--- src/common/led_sink_pkg.sv ---
// Purpose: shared constants for the led sink control block
// Assumes: 100 MHz aclk, serial link sampled by aclk
// Notes: register map and control-latch field layout live here
package led_sink_pkg;
  // ****************************************************
  // serial frame layout
  // ****************************************************
  localparam int SHIFT_W = 49;
  localparam int CH_N = 48;
  localparam int SEL_BIT = 48;           // data select bit
  localparam int CMD_HI = 47;
  localparam int CMD_LO = 40;
  localparam logic [7:0] WRITE_CMD = 8'h96;
  localparam int BC_R_LO = 3;            // 7-bit brightness fields
  localparam int BC_G_LO = 10;
  localparam int BC_B_LO = 17;
  localparam int MC_LO = 24;             // 3-bit max current code
  localparam int OPEN_THR_LO = 27;       // 3 bits
  localparam int SHORT_THR_LO = 30;      // 2 bits
  localparam int STAT_SEL_LO = 32;       // 2 bits
  localparam logic [1:0] SEL_OPEN = 2'h1;
  localparam logic [1:0] SEL_SHORT = 2'h2;
  // ****************************************************
  // current computation, hundredths of a milliamp
  // ****************************************************
  localparam int BC_FULL = 127;
  localparam logic [13:0] CUR_BASE = 14'h02fa;   // 0.06 * 127 * 100
  localparam logic [13:0] CUR_SLOPE = 14'h005e;  // 0.94 * 100
  localparam logic [22:0] CUR_DIV = 23'h0004f6;  // 127 * 10
  typedef logic [8:0] peak_tab_t [8];            // tenths of mA
  localparam peak_tab_t PEAK_RG = '{9'h01d, 9'h02c, 9'h03a, 9'h057,
                                   9'h074, 9'h0ae, 9'h0e8, 9'h15d};
  localparam peak_tab_t PEAK_B = '{9'h014, 9'h01f, 9'h029, 9'h03d,
                                  9'h051, 9'h07a, 9'h0a3, 9'h0f4};
  // ****************************************************
  // register map (byte addresses)
  // ****************************************************
  localparam logic [7:0] REG_STEP = 8'h00;
  localparam logic [7:0] REG_CONFIG = 8'h04;
  localparam logic [7:0] REG_ONOFF_LO = 8'h08;
  localparam logic [7:0] REG_ONOFF_HI = 8'h0c;
  localparam logic [7:0] REG_STAT_LO = 8'h10;
  localparam logic [7:0] REG_STAT_HI = 8'h14;
  localparam logic [15:0] STEP_RESET = 16'h0001;
  localparam logic [1:0] RESP_OKAY = 2'h0;
  localparam logic [1:0] RESP_SLVERR = 2'h2;
endpackage : led_sink_pkg

--- src/sync_stage.sv ---
// Purpose: two flip-flop synchroniser for a bus of independent levels
// Assumes: each bit is a slow level, no bus coherence needed
// Notes: first stage feeds only the second
`timescale 1ns/1ps
module sync_stage #(
  parameter int W = 1
) (
  input wire logic aclk,
  input wire logic aresetn,
  input wire logic [W-1:0] din,
  output logic [W-1:0] dout
);
  logic [W-1:0] meta_r;
  logic [W-1:0] hold_r;

  // two stages, nothing reads meta_r but hold_r
  always_ff @(posedge aclk) begin
    if (!aresetn) begin
      meta_r <= '0;
      hold_r <= '0;
    end else begin
      meta_r <= din;
      hold_r <= meta_r;
    end
  end

  assign dout = hold_r;
endmodule : sync_stage

--- src/stagger_seq.sv ---
// Purpose: staggered channel switching, one channel per step
// Assumes: step_cycles is at least one
// Notes: a target change mid-walk restarts the walk from the start
`timescale 1ns/1ps
module stagger_seq #(
  parameter int CH = 48
) (
  input wire logic aclk,
  input wire logic aresetn,
  input wire logic [CH-1:0] target,
  input wire logic [15:0] step_cycles,
  output logic [CH-1:0] on_r
);
  logic [CH-1:0] snap_r;
  logic busy_r;
  logic [1:0] col_r;
  logic [3:0] pos_r;
  logic [15:0] cnt_r;
  logic [3:0] pair_n;
  logic [5:0] ch_idx;
  logic last_step;

  // order: n = 0, 15, 1, 14 ... 8, red green blue each
  assign pair_n = pos_r[0] ? 4'(4'hf - {1'b0, pos_r[3:1]})
                           : {1'b0, pos_r[3:1]};
  assign ch_idx = 6'({2'b00, pair_n} * 6'h3 + {4'h0, col_r});
  assign last_step = (pos_r == 4'hf) && (col_r == 2'h2);

  // same walk and same step delay for turn-on and turn-off
  always_ff @(posedge aclk) begin
    if (!aresetn) begin
      snap_r <= '0;
      on_r <= '0;
      busy_r <= 1'b0;
      col_r <= '0;
      pos_r <= '0;
      cnt_r <= '0;
    end else if (target != snap_r) begin
      snap_r <= target;
      busy_r <= 1'b1;
      col_r <= '0;
      pos_r <= '0;
      cnt_r <= '0;
    end else if (busy_r && cnt_r != 16'h0) begin
      cnt_r <= 16'(cnt_r - 16'h1);      // RQ23
    end else if (busy_r) begin
      on_r[ch_idx] <= snap_r[ch_idx];   // RQ14 RQ15
      cnt_r <= 16'(step_cycles - 16'h1);
      busy_r <= !last_step;
      col_r <= (col_r == 2'h2) ? 2'h0 : 2'(col_r + 2'h1);
      if (col_r == 2'h2) begin
        pos_r <= 4'(pos_r + 4'h1);
      end
    end
  end
endmodule : stagger_seq

--- src/led_sink_ctrl.sv ---
// Purpose: control logic of a 48-channel constant-current sink driver
// Assumes: link pins are slow against aclk and pass two flip-flops
// Notes: analog comparators sit outside; their results come in as
//        open_cmp / short_cmp, and currents leave as codes
// Behaviour
// (RQ1) channel current is peak times 0.06 plus 0.94 times code/127
// (RQ2) seven-bit brightness code per colour group, sixteen channels each
// (RQ3) on-off write copies shift register, then loads selected status
// (RQ4) brightness and function write loads no status word
// (RQ5) one status load until new data are shifted in
// (RQ6) controller waits setup after power save, then raises output_gate
// (RQ7) open flag set when sink node at or below open threshold
// (RQ8) short flag set when sink node above short threshold
// (RQ9) flags forced to zero for channels off in on-off latch
// (RQ10) selector 01b captures open flags on output_gate rise
// (RQ11) selector 10b captures short flags on output_gate rise
// (RQ12) captured status is read out through shift register
// (RQ13) controller ignores flags within 1 us of turn-on
// (RQ14) channels switch staggered in pair order 0, 15, 1 ... 8
// (RQ15) stagger applies to turn-off as well as turn-on
// (RQ16) max current code updates only after two equal writes
// (RQ17) max current code clears to zero at reset
// (RQ18) max current code selects group peak current from table
// (RQ19) 49-bit shift register takes serial_in at lsb, msb out
// (RQ20) top bit zero: load_strobe copies low 48 bits to on-off
// (RQ21) selectors 00b and 11b load no status word
// (RQ22) output_gate high forces all off, latch kept
// (RQ23) per-step stagger delay is one adjustable equal delay
`timescale 1ns/1ps
module led_sink_ctrl
  import led_sink_pkg::*;
#(
  parameter int CH = led_sink_pkg::CH_N
) (
  input wire logic aclk,
  input wire logic aresetn,
  // serial link pins
  input wire logic shift_clock,
  input wire logic serial_in,
  input wire logic load_strobe,
  input wire logic output_gate,
  output logic serial_out,
  // comparator results per channel
  input wire logic [CH-1:0] open_cmp,
  input wire logic [CH-1:0] short_cmp,
  // analog controls
  output logic [CH-1:0] sink_channel,
  output logic [2:0] max_current_code,
  output logic [2:0] open_threshold_sel,
  output logic [1:0] short_threshold_sel,
  output logic [11:0] current_red,
  output logic [11:0] current_green,
  output logic [11:0] current_blue,
  // axi4-lite slave
  input wire logic [7:0] s_axi_awaddr,
  input wire logic s_axi_awvalid,
  output logic s_axi_awready,
  input wire logic [31:0] s_axi_wdata,
  input wire logic [3:0] s_axi_wstrb,
  input wire logic s_axi_wvalid,
  output logic s_axi_wready,
  output logic [1:0] s_axi_bresp,
  output logic s_axi_bvalid,
  input wire logic s_axi_bready,
  input wire logic [7:0] s_axi_araddr,
  input wire logic s_axi_arvalid,
  output logic s_axi_arready,
  output logic [31:0] s_axi_rdata,
  output logic [1:0] s_axi_rresp,
  output logic s_axi_rvalid,
  input wire logic s_axi_rready
);
  // ****************************************************
  // pin synchronisers and edge detection
  // ****************************************************
  logic [3:0] pins_s;
  logic [2*CH-1:0] cmp_s;
  logic [2:0] edge_d_r;
  logic sclk_rise, lat_rise, gate_rise, sin_s, gate_s;
  sync_stage #(.W(4)) u_pin_sync (
    .aclk(aclk),
    .aresetn(aresetn),
    .din({shift_clock, serial_in, load_strobe, output_gate}),
    .dout(pins_s)
  );
  sync_stage #(.W(2 * CH)) u_cmp_sync (
    .aclk(aclk),
    .aresetn(aresetn),
    .din({short_cmp, open_cmp}),
    .dout(cmp_s)
  );
  // edges are taken from synchronised copies only
  assign sin_s = pins_s[2];
  assign gate_s = pins_s[0];
  assign sclk_rise = pins_s[3] && !edge_d_r[2];
  assign lat_rise = pins_s[1] && !edge_d_r[1];
  assign gate_rise = pins_s[0] && !edge_d_r[0];
  // serial_in needs no delayed copy, only the three strobes
  always_ff @(posedge aclk) begin
    if (!aresetn) begin
      edge_d_r <= '0;
    end else begin
      edge_d_r <= {pins_s[3], pins_s[1:0]};
    end
  end
  // ****************************************************
  // shift register and latches
  // ****************************************************
  logic [SHIFT_W-1:0] shift_r;
  logic [CH-1:0] onoff_r, holder_r, open_flag, short_flag;
  logic sid_loaded_r, mc_pend_ok_r;
  logic [2:0] mc_r, mc_pend_r, mc_field;
  logic [6:0] bc_r_r, bc_g_r, bc_b_r;
  logic [2:0] open_thr_r;
  logic [1:0] short_thr_r, sel_r;
  logic onoff_wr, fc_wr, sel_ok, mc_take;
  // comparators arrive already at/below and above thresholds
  assign open_flag = cmp_s[CH-1:0] & onoff_r;     // RQ7 RQ9
  assign short_flag = cmp_s[2*CH-1:CH] & onoff_r; // RQ8 RQ9
  assign onoff_wr = lat_rise && !shift_r[SEL_BIT];             // RQ20
  assign fc_wr = lat_rise && shift_r[SEL_BIT]
    && shift_r[CMD_HI:CMD_LO] == WRITE_CMD;
  assign sel_ok = (sel_r == SEL_OPEN) || (sel_r == SEL_SHORT); // RQ21
  assign mc_field = shift_r[MC_LO +: 3];
  assign mc_take = fc_wr && mc_pend_ok_r && (mc_field == mc_pend_r); // RQ16
  // load has priority over a coincident shift edge
  always_ff @(posedge aclk) begin
    if (!aresetn) begin
      shift_r <= '0;
      sid_loaded_r <= 1'b0;
    end else if (onoff_wr && sel_ok && !sid_loaded_r) begin
      shift_r[CH-1:0] <= holder_r;                 // RQ3 RQ12
      sid_loaded_r <= 1'b1;                        // RQ5
    end else if (sclk_rise && !lat_rise) begin
      shift_r <= {shift_r[SHIFT_W-2:0], sin_s};    // RQ19
      sid_loaded_r <= 1'b0;                        // RQ5
    end
  end
  // on-off latch and status holder
  always_ff @(posedge aclk) begin
    if (!aresetn) begin
      onoff_r <= '0;
      holder_r <= '0;
    end else begin
      if (onoff_wr) begin
        onoff_r <= shift_r[CH-1:0];                // RQ3 RQ20
      end
      if (gate_rise && sel_r == SEL_OPEN) begin
        holder_r <= open_flag;                     // RQ10
      end else if (gate_rise && sel_r == SEL_SHORT) begin
        holder_r <= short_flag;                    // RQ11
      end
    end
  end
  // brightness, function and max current latches
  always_ff @(posedge aclk) begin
    if (!aresetn) begin
      bc_r_r <= '0;
      bc_g_r <= '0;
      bc_b_r <= '0;
      open_thr_r <= '0;
      short_thr_r <= '0;
      sel_r <= '0;
      mc_r <= '0;                                  // RQ17
      mc_pend_r <= '0;
      mc_pend_ok_r <= 1'b0;
    end else if (fc_wr) begin                      // RQ4
      bc_r_r <= shift_r[BC_R_LO +: 7];             // RQ2
      bc_g_r <= shift_r[BC_G_LO +: 7];             // RQ2
      bc_b_r <= shift_r[BC_B_LO +: 7];             // RQ2
      open_thr_r <= shift_r[OPEN_THR_LO +: 3];
      short_thr_r <= shift_r[SHORT_THR_LO +: 2];
      sel_r <= shift_r[STAT_SEL_LO +: 2];
      mc_pend_r <= mc_field;
      mc_pend_ok_r <= 1'b1;
      if (mc_take) begin
        mc_r <= mc_field;                          // RQ16
      end
    end
  end

  // ****************************************************
  // group currents and staggered switching
  // ****************************************************
  function automatic logic [11:0] cur_calc(input logic [8:0] peak,
                                           input logic [6:0] bc);
    logic [13:0] ratio;
    logic [22:0] prod;
    ratio = 14'(CUR_BASE + CUR_SLOPE * {7'h00, bc});
    prod = 23'({14'h0, peak} * {9'h0, ratio});
    return 12'(prod / CUR_DIV);                    // RQ1
  endfunction : cur_calc
  logic [15:0] step_r;
  logic [CH-1:0] gated_target;
  assign gated_target = gate_s ? '0 : onoff_r;     // RQ22
  stagger_seq #(.CH(CH)) u_stagger (
    .aclk(aclk),
    .aresetn(aresetn),
    .target(gated_target),
    .step_cycles(step_r),
    .on_r(sink_channel)
  );
  // output registers for analog controls
  always_ff @(posedge aclk) begin
    if (!aresetn) begin
      current_red <= '0;
      current_green <= '0;
      current_blue <= '0;
    end else begin
      current_red <= cur_calc(PEAK_RG[mc_r], bc_r_r);   // RQ18
      current_green <= cur_calc(PEAK_RG[mc_r], bc_g_r); // RQ18
      current_blue <= cur_calc(PEAK_B[mc_r], bc_b_r);   // RQ18
    end
  end

  assign serial_out = shift_r[SEL_BIT];            // RQ19
  assign max_current_code = mc_r;
  assign open_threshold_sel = open_thr_r;
  assign short_threshold_sel = short_thr_r;
  // ****************************************************
  // axi4-lite slave
  // ****************************************************
  logic [7:0] awaddr_r;
  logic [31:0] wdata_r;
  logic [3:0] wstrb_r;
  logic aw_have_r, w_have_r;
  logic [31:0] rd_word;
  logic rd_hit, wr_step;
  assign wr_step = awaddr_r == REG_STEP;
  assign rd_hit = s_axi_araddr inside {REG_STEP, REG_CONFIG,
    REG_ONOFF_LO, REG_ONOFF_HI, REG_STAT_LO, REG_STAT_HI};
  assign rd_word =
    (s_axi_araddr == REG_STEP) ? {16'h0, step_r} :
    (s_axi_araddr == REG_CONFIG) ? {1'b0, sel_r, short_thr_r,
      open_thr_r, mc_r, bc_b_r, bc_g_r, bc_r_r} :
    (s_axi_araddr == REG_ONOFF_LO) ? onoff_r[31:0] :
    (s_axi_araddr == REG_ONOFF_HI) ? {16'h0, onoff_r[CH-1:32]} :
    (s_axi_araddr == REG_STAT_LO) ? holder_r[31:0] :
    (s_axi_araddr == REG_STAT_HI) ? {16'h0, holder_r[CH-1:32]} :
    32'h0;

  // address and data taken in either order, answer one cycle later
  always_ff @(posedge aclk) begin
    if (!aresetn) begin
      aw_have_r <= 1'b0;
      w_have_r <= 1'b0;
      awaddr_r <= '0;
      wdata_r <= '0;
      wstrb_r <= '0;
      s_axi_bvalid <= 1'b0;
      s_axi_bresp <= RESP_OKAY;
      step_r <= STEP_RESET;
    end else begin
      if (s_axi_awvalid && s_axi_awready) begin
        aw_have_r <= 1'b1;
        awaddr_r <= s_axi_awaddr;
      end
      if (s_axi_wvalid && s_axi_wready) begin
        w_have_r <= 1'b1;
        wdata_r <= s_axi_wdata;
        wstrb_r <= s_axi_wstrb;
      end
      if (aw_have_r && w_have_r && !s_axi_bvalid) begin
        aw_have_r <= 1'b0;
        w_have_r <= 1'b0;
        s_axi_bvalid <= 1'b1;
        s_axi_bresp <= wr_step ? RESP_OKAY : RESP_SLVERR;
        if (wr_step && wstrb_r[0]) step_r[7:0] <= wdata_r[7:0];
        if (wr_step && wstrb_r[1]) step_r[15:8] <= wdata_r[15:8];
      end else if (s_axi_bvalid && s_axi_bready) begin
        s_axi_bvalid <= 1'b0;
      end
    end
  end

  assign s_axi_awready = !aw_have_r && !s_axi_bvalid;
  assign s_axi_wready = !w_have_r && !s_axi_bvalid;
  assign s_axi_arready = !s_axi_rvalid;
  // read channel, data registered with the acceptance
  always_ff @(posedge aclk) begin
    if (!aresetn) begin
      s_axi_rvalid <= 1'b0;
      s_axi_rdata <= '0;
      s_axi_rresp <= RESP_OKAY;
    end else if (s_axi_arvalid && s_axi_arready) begin
      s_axi_rvalid <= 1'b1;
      s_axi_rdata <= rd_word;
      s_axi_rresp <= rd_hit ? RESP_OKAY : RESP_SLVERR;
    end else if (s_axi_rvalid && s_axi_rready) begin
      s_axi_rvalid <= 1'b0;
    end
  end
endmodule : led_sink_ctrl

--- config.mk ---
export PLATFORM = sky130hd
export DESIGN_NAME = led_sink_ctrl
export DESIGN_NICKNAME = d
export VERILOG_FILES = /design/src/common/led_sink_pkg.sv /design/src/sync_stage.sv /design/src/stagger_seq.sv /design/src/led_sink_ctrl.sv
export SDC_FILE = /design/constraint.sdc
export NUM_CORES = 2
export LEC_CHECK = 0
export BUFFER_PORTS_ARGS = -buffer_cell sky130_fd_sc_hd__buf_2
export CORE_MARGIN = 5
export CORE_UTILIZATION = 30
export CTS_CLUSTER_DIAMETER = 40
export DETAILED_ROUTE_END_ITERATION = 10
export HOLD_SLACK_MARGIN = 0.02
export PLACE_DENSITY = 0.44
export SLEW_MARGIN = 15
export SYNTH_ARGS = -nofsm -noshare
export SYNTH_HDL_FRONTEND = slang
export SYNTH_SLANG_ARGS = --single-unit
export TNS_END_PERCENT = 5
--- constraint.sdc ---
create_clock -name aclk -period 18.85 [get_ports aclk]
set_input_delay 0.9425 -clock aclk [delete_from_list [all_inputs] [get_ports aclk]]
set_output_delay 0.9425 -clock aclk [all_outputs]
set_load 0.005 [all_outputs]
* Yosys cells after proc, flatten, opt, wreduce, memory -nomap -nowiden
Memory sizes are Yosys's and may differ from the RTL's.
Index checks and enable logic that the tools add are counted.
** Word-level totals
- Register bits :: 621
- Memory bits (read-only) :: 144
- Input bits :: 159
- Word-level logic and storage cells :: 176
- Memories :: 2
** Memory list
- (name not given) :: depth 8, width 9, rd ports 1, clocked after Yosys merged registers in 0, wr ports 0, RTL line led_sink_ctrl.sv:212 : current_blue <= cur_calc(PEAK_B[mc_r], bc_b_r);
- (name not given) :: depth 8, width 9, rd ports 1, clocked after Yosys merged registers in 0, wr ports 0, RTL line led_sink_ctrl.sv:211 : current_green <= cur_calc(PEAK_RG[mc_r], bc_g_r);
** Cells by class
- $add $sub $neg :: 9
- $mul :: 7
- Div/mod/pow operators :: 3
- Magnitude comparators :: 3
- Eq/ne operators :: 13
- Multiplexer cells :: 35
- Bitwise gates (word level) :: 7
- Reduce and logical (&&, ||, !) cells :: 57
** Operators by type and width (number)
- two-way mux 48 bit :: 5
- two-way mux 32 bit :: 5
- AND 48 bit :: 2
- divider 23 x 11 -> 23 bit, second input constant :: 3
- multiplier 9 x 14 -> 23 bit :: 3
- bitwise mux 48 bit :: 1
- two-way mux 16 bit :: 3
- != test 48 bit :: 1
- adder 10 x 14 -> 14 bit, first input constant :: 3
- multiplier 6 x 7 -> 13 bit, first input constant :: 3
- two-way mux 9 bit :: 4
- subtractor 16 x 1 -> 16 bit, second input constant :: 2
- logical AND 1 bit :: 27
- equality test 8 x 4 -> 1 bit, second input constant :: 2
- equality test 8 x 5 -> 1 bit, second input constant :: 2
- logical NOT 8 bit :: 2
- nonzero test 16 bit :: 1
- logical NOT 1 bit :: 11
- two-way mux 1 bit :: 11
- AND reduction 2 bit :: 5
- nonzero test 2 bit :: 5
- equality test 8 x 3 -> 1 bit, second input constant :: 1
- equality test 8 bit, second input constant :: 1
- < comparator 6 x 7 -> 1 bit, second input constant :: 1
- 22 further kinds :: 30

* Depth between registers and ports, before layout
- Depth after elaboration :: 9
- Gate-level depth with buffers :: 84
- Depth with buffers taken out :: 73

* By module
A second synthesis with hierarchy kept.
** Second synthesis, totals
- Cell total of the unflattened synthesis :: 6722
- Area total of the unflattened synthesis :: 55610.8 um^2
** Modules (own cells, without submodules)
- led_sink_ctrl :: instances 1, cells each 5597, area each 43875.8 um^2, sequential area each 6005.8 um^2
- stagger_seq :: instances 1, cells each 704, area each 6249.7 um^2, sequential area each 2382.3 um^2
- sync_stage (u_cmp_sync) :: instances 1, cells each 405, area each 5275.1 um^2, sequential area each 3843.7 um^2
- sync_stage (u_pin_sync) :: instances 1, cells each 16, area each 210.2 um^2, sequential area each 160.2 um^2

* Worst setup path after synthesis
Ideal clock, no wire load.
- Kind :: reg2reg
- Start point :: register bc_b_r[3]
- End point :: register current_blue[0]
- Setup time :: 0.117 ns
- Arrival time :: 18.373 ns
- Slack :: 0.360 ns
- Cell stages (with the launch flop) :: 74
- Path buffers :: 5
- Clock period less this slack :: 18.490 ns
- Cell sequence :: dfxtp_1 inv_1 fa_1 inv_1 ha_1 fa_1 inv_1 fa_1 inv_1 a21o_1 a21oi_1 xnor2_1 o21ai_0 a21oi_1 nand3_1 xor2_1 xnor2_1 nor2_1 (+38 left out) nor4_1 o21ai_2 mux2_2 nand3_2 nor4_4 o32a_1 a21oi_2 nand2_2 or3_4 and3_4 buf_6 and3_1 a221o_1 a21oi_1 o21ai_1 mux2i_1 o311a_1 a22o_1
** On the way
- Longest elaborated chain between the ends :: 4
** RTL lines
- from (decl) :: RTL line led_sink_ctrl.sv:113 : logic [6:0] bc_r_r, bc_g_r, bc_b_r;
- from (signal assigned) :: RTL line led_sink_ctrl.sv:170 : bc_b_r <= shift_r[BC_B_LO +: 7];
- multiplier 6 x 7 -> 13 bit :: RTL line led_sink_ctrl.sv:189 : ratio = 14'(CUR_BASE + CUR_SLOPE * {7'h00, bc});
- adder 10 x 14 -> 14 bit :: RTL line led_sink_ctrl.sv:189
- multiplier 9 x 14 -> 23 bit :: RTL line led_sink_ctrl.sv:190 : prod = 23'({14'h0, peak} * {9'h0, ratio});
- divider 23 x 11 -> 23 bit :: RTL line led_sink_ctrl.sv:191 : return 12'(prod / CUR_DIV);
- to (signal assigned) :: RTL line led_sink_ctrl.sv:212
- to (decl) :: RTL line led_sink_ctrl.sv:53 : output logic [11:0] current_blue,
No other way between the ends.
A chain may end at the register's enable or synchronous reset.

* Final worst setup path
- Start point :: register bc_r_r[2]
- End point :: register current_red[0]
** On the way
- Longest elaborated chain between the ends :: 4
** RTL lines
- from (decl) :: RTL line led_sink_ctrl.sv:113
- from (signal assigned) :: RTL line led_sink_ctrl.sv:168 : bc_r_r <= shift_r[BC_R_LO +: 7];
- multiplier 6 x 7 -> 13 bit :: RTL line led_sink_ctrl.sv:189
- adder 10 x 14 -> 14 bit :: RTL line led_sink_ctrl.sv:189
- multiplier 9 x 14 -> 23 bit :: RTL line led_sink_ctrl.sv:190
- divider 23 x 11 -> 23 bit :: RTL line led_sink_ctrl.sv:191
- to (signal assigned) :: RTL line led_sink_ctrl.sv:210 : current_red <= cur_calc(PEAK_RG[mc_r], bc_r_r);
- to (decl) :: RTL line led_sink_ctrl.sv:51 : output logic [11:0] current_red,
No other way between the ends.

==> results.sh <==
export IMPL_status="finished, final reports clean"
export IMPL_hold_violations=0
export IMPL_syn_inst=6888
export IMPL_vias_per_cell=5.18
export IMPL_yosysWarningCount=0
export IMPL_max_cap_violations=0
export IMPL_final_setup_viol_count=0
export IMPL_worstMarginPinSlew_ns=1.20
export IMPL_cts_hold_buf=0
export IMPL_synthArstFlopShare_pct=0
export IMPL_routed_wl_um=181000
export IMPL_num_antenna_cells=0
export IMPL_vias=51928
export IMPL_pwr_share_comb_pct=3.1
export IMPL_grt_pass1_vias=50537
export IMPL_worst_slew_margin_rel_pct=19.4
export IMPL_std_cell_rows=157
export IMPL_drtIter0Drc=2874
export IMPL_crit_path_max_fanout=6
export IMPL_leakagePower_nw=29.2
export IMPL_p_int_mw=2.68
export IMPL_synth_most_common_cell="nand2_1"
export IMPL_critPathKind="reg2reg"
export IMPL_drive_gt1_share_pct=22.7
export IMPL_core_area_sq_mm=0.183
export IMPL_final_nets=8206
export IMPL_htree_levels=3
export IMPL_synth_area_leaders="dfxtp_1 23%, fa_1 9.7%, ha_1 5.3%"
export IMPL_pwr_share_clk_pct=59.1
export IMPL_clk_path_buf_depth=3
export IMPL_tritoncts="done"
export IMPL_die_area_sq_mm=0.192
export IMPL_swShare_pct=24.7
export IMPL_max_stage_delay_ns=0.60
export IMPL_routedWlPerCell_um=18.1
export IMPL_area_growth_synth_to_final_pct=24.0
export IMPL_clock_skew_ns=0.0495
export IMPL_cts_buffers=108
export IMPL_hp_class="in2reg"
export IMPL_grtUsageTotal_pct=18.1
export IMPL_utilization_pct=37.3
export IMPL_cp_arrival_ns=18.63
export IMPL_ys_types=171
export IMPL_p_switching_uw=881
export IMPL_start_util_pct=30.1
export IMPL_holdWs_ns=0.384
export IMPL_syn_area_sq_mm=0.0549
export IMPL_slew_viol_final=0
export IMPL_cp_start_kind="register"
export IMPL_chipWidth_um=438
export IMPL_dr_pass1_iters=7
export IMPL_rsz0062_at_grt="yes"
export IMPL_fmax_mhz=55.6
export IMPL_grt_max_degree=141
export IMPL_hpwl_um=138000
export IMPL_crit_slowest_cell="or4_4"
export IMPL_synthTopCellsByCount="759 x nand2_1, 722 x nor2_1, 619 x dfxtp_1, 520 x a21oi_1, 407 x inv_1"
export IMPL_seq_power_share_pct=37.8
export IMPL_synth_edf_count=0
export IMPL_synth_area_leader_cell="dfxtp_1"
export IMPL_powerDensity_mw_per_mm2=52.3
export IMPL_cp_required_ns=19.48
export IMPL_cts_root_buffer="clkbuf_16"
export IMPL_gr_total_overflow=0
export IMPL_synth_seq_cells=619
export IMPL_place_gp_congestion=0.845
export IMPL_die_h_um=438
export IMPL_grt_pass1_wl_um=284000
export IMPL_io_pins=293
export IMPL_antenna_found_initial=3
export IMPL_synth_top_area_share_pct=22.6
export IMPL_worstSkewPairLatency_ns=0.76
export IMPL_fin_crit_sh_pct=95.5
export IMPL_cts_sinks=619
export IMPL_avgSynthCellArea_sq_um=7.98
export IMPL_end_kind="register"
export IMPL_yosys_most_used_dff="dfxtp_1"
export IMPL_drtAntennaViolNets=0
export IMPL_ir_drop_v=0.0000811
export IMPL_clkSlewWorstSetupHoldPaths_ns=0.05
export IMPL_finalCriticalPeriod_ns=18.00
export IMPL_drc=0
export IMPL_io_buffers=272
export IMPL_ys_seq_area_share_pct=22.6
kinds of logic (layout without fill, tap and decap cells):
kind of cell    after synthesis  count (layout)  synth area share (%)
simple gates               2630            2630                  23.3
compound gates             1778            1779                  22.7
buf+inv                     781            1531                  6.14
flops                       619             619                  22.6
fa+ha+maj                   510             510                  15.2
xor+xnor                    345             346                  5.57
mux                         224             224                  4.47
other cells                   1               2               0.00682
metal layers:
| layer | GRT usage, % | share of wire [%] | vias up |
|---|---|---|---|
| li1 | - | - | 25784 |
| met1 | 23.8 | 46 | 24969 |
| met5 | 0 | 0.0072 | - |
| met3 | 2.20 | 3.5 | 216 |
| met4 | 5.12 | 2.6 | 2 |
| met2 | 31.1 | 48 | 957 |
path summary, 6_finish.rpt:
kind	startpoint	endpoint	slack [ns]	cells past startpoint
min reg2reg	u_pin_sync.meta_r[0]	u_pin_sync.dout[0]	0.43	1
max reg2reg	bc_r_r[2]	current_red[0]	0.85	71
max	bc_r_r[2]	current_red[0]	0.85	71
min	s_axi_rready	s_axi_rvalid	0.38	2
power by group through the flow:
| stage | combinational, mW | sequential (mW) | clock, mW |
|---|---|---|---|
| after floorplan | 0.0615 | 1.37 | 0 |
| after global placement | 0.113 | 1.37 | 0 |
| after detailed placement | 0.113 | 1.37 | 0 |
| after CTS | 0.114 | 1.35 | 2.17 |
| after global routing | 0.122 | 1.35 | 2.23 |
| final | 0.110 | 1.35 | 2.11 |
sequential cells by signal, summed over array words and instances, names as in the netlist, 4 cells and up:
name and flops:
u_stagger.cnt_r 16, u_pin_sync.meta_r 4, s_axi_rdata 32, bc_r_r 7, current_green 12, u_cmp_sync.dout 96, u_pin_sync.dout 4, u_stagger.snap_r 48
shift_r 49, wdata_r 16, u_cmp_sync.meta_r 96, step_r 16, bc_b_r 7, current_red 12, onoff_r 48, holder_r 48
u_stagger.on_r 48, awaddr_r 8, u_stagger.pos_r 4, bc_g_r 7, current_blue 12
cell type report:
cell class	instances	area [sq um]
Clock buffer	121	2790
Fill cell	19020	115000
Sequential cell	619	12400
Inverter	410	1550
Timing Repair Buffer	917	6310
Clock inverter	83	1150
Multi-Input combinational cell	5491	40900
Tap cell	2385	2980
repair_timing:
item / 4_1_cts / 5_1_grt
pin swaps: 1 / 111
buffers inserted: 0 / 73
endpoints found under the setup margin: 3 / 7
cloned: 0 / 2
endpoints found under the hold margin: 0 / 0
resized for setup: 13 / 318
layout by cell type (no fill, tap or decap), types with 59 or more instances in the layout:
cell type	Yosys	final
nand2_1	759	755
nor2_1	722	711
buf_4	17	632
dfxtp_1	619	613
a21oi_1	520	484
inv_1	407	402
buf_2	31	271
fa_1	267	266
and2_1	267	263
xnor2_1	241	223
ha_1	233	219
o21ai_0	228	214
nor3_1	192	177
nand3_1	158	156
mux2i_1	132	126
clkbuf_16	0	108
a22oi_1	104	102
xor2_1	99	89
and3_1	88	87
mux2_2	78	76
a21o_1	74	73
a31oi_1	78	71
nand2b_1	64	63
nand4_1	60	60
a211oi_1	69	59
worst max-delay path: cells and delay by family, from the launching register on:
family / cells / cell delay [ns]
and+or+nand+nor: 17 / 4.79
DFF: 1 / 0.32
adders and majority gates: 9 / 4.23
muxes: 3 / 0.53
xor gates and xnor gates: 4 / 0.79
AOI/OAI and AO/OA: 29 / 6.38
buffers and inverters: 9 / 0.78
per-stage QoR:
| stage | area [sq um] | TNS, ns | total power [mW] | setup slack, ns | cells |
|---|---|---|---|---|---|
| finish | 68100 | 0 | 3.57 | 0.853 | 10026 |
| global route | 68100 | -0.195 | 3.70 | -0.100 | 10026 |
| CTS | 65900 | -0.0243 | 3.63 | -0.0243 | 9951 |
| detailed placement | 61900 | -0.280 | 1.49 | -0.173 | 9747 |
| global placement | 61900 | -0.0724 | 1.49 | -0.0415 | 9747 |
| floorplan | 55000 | 0 | 1.43 | 0.360 | 6889 |
(Power assumes the default switching activity.)
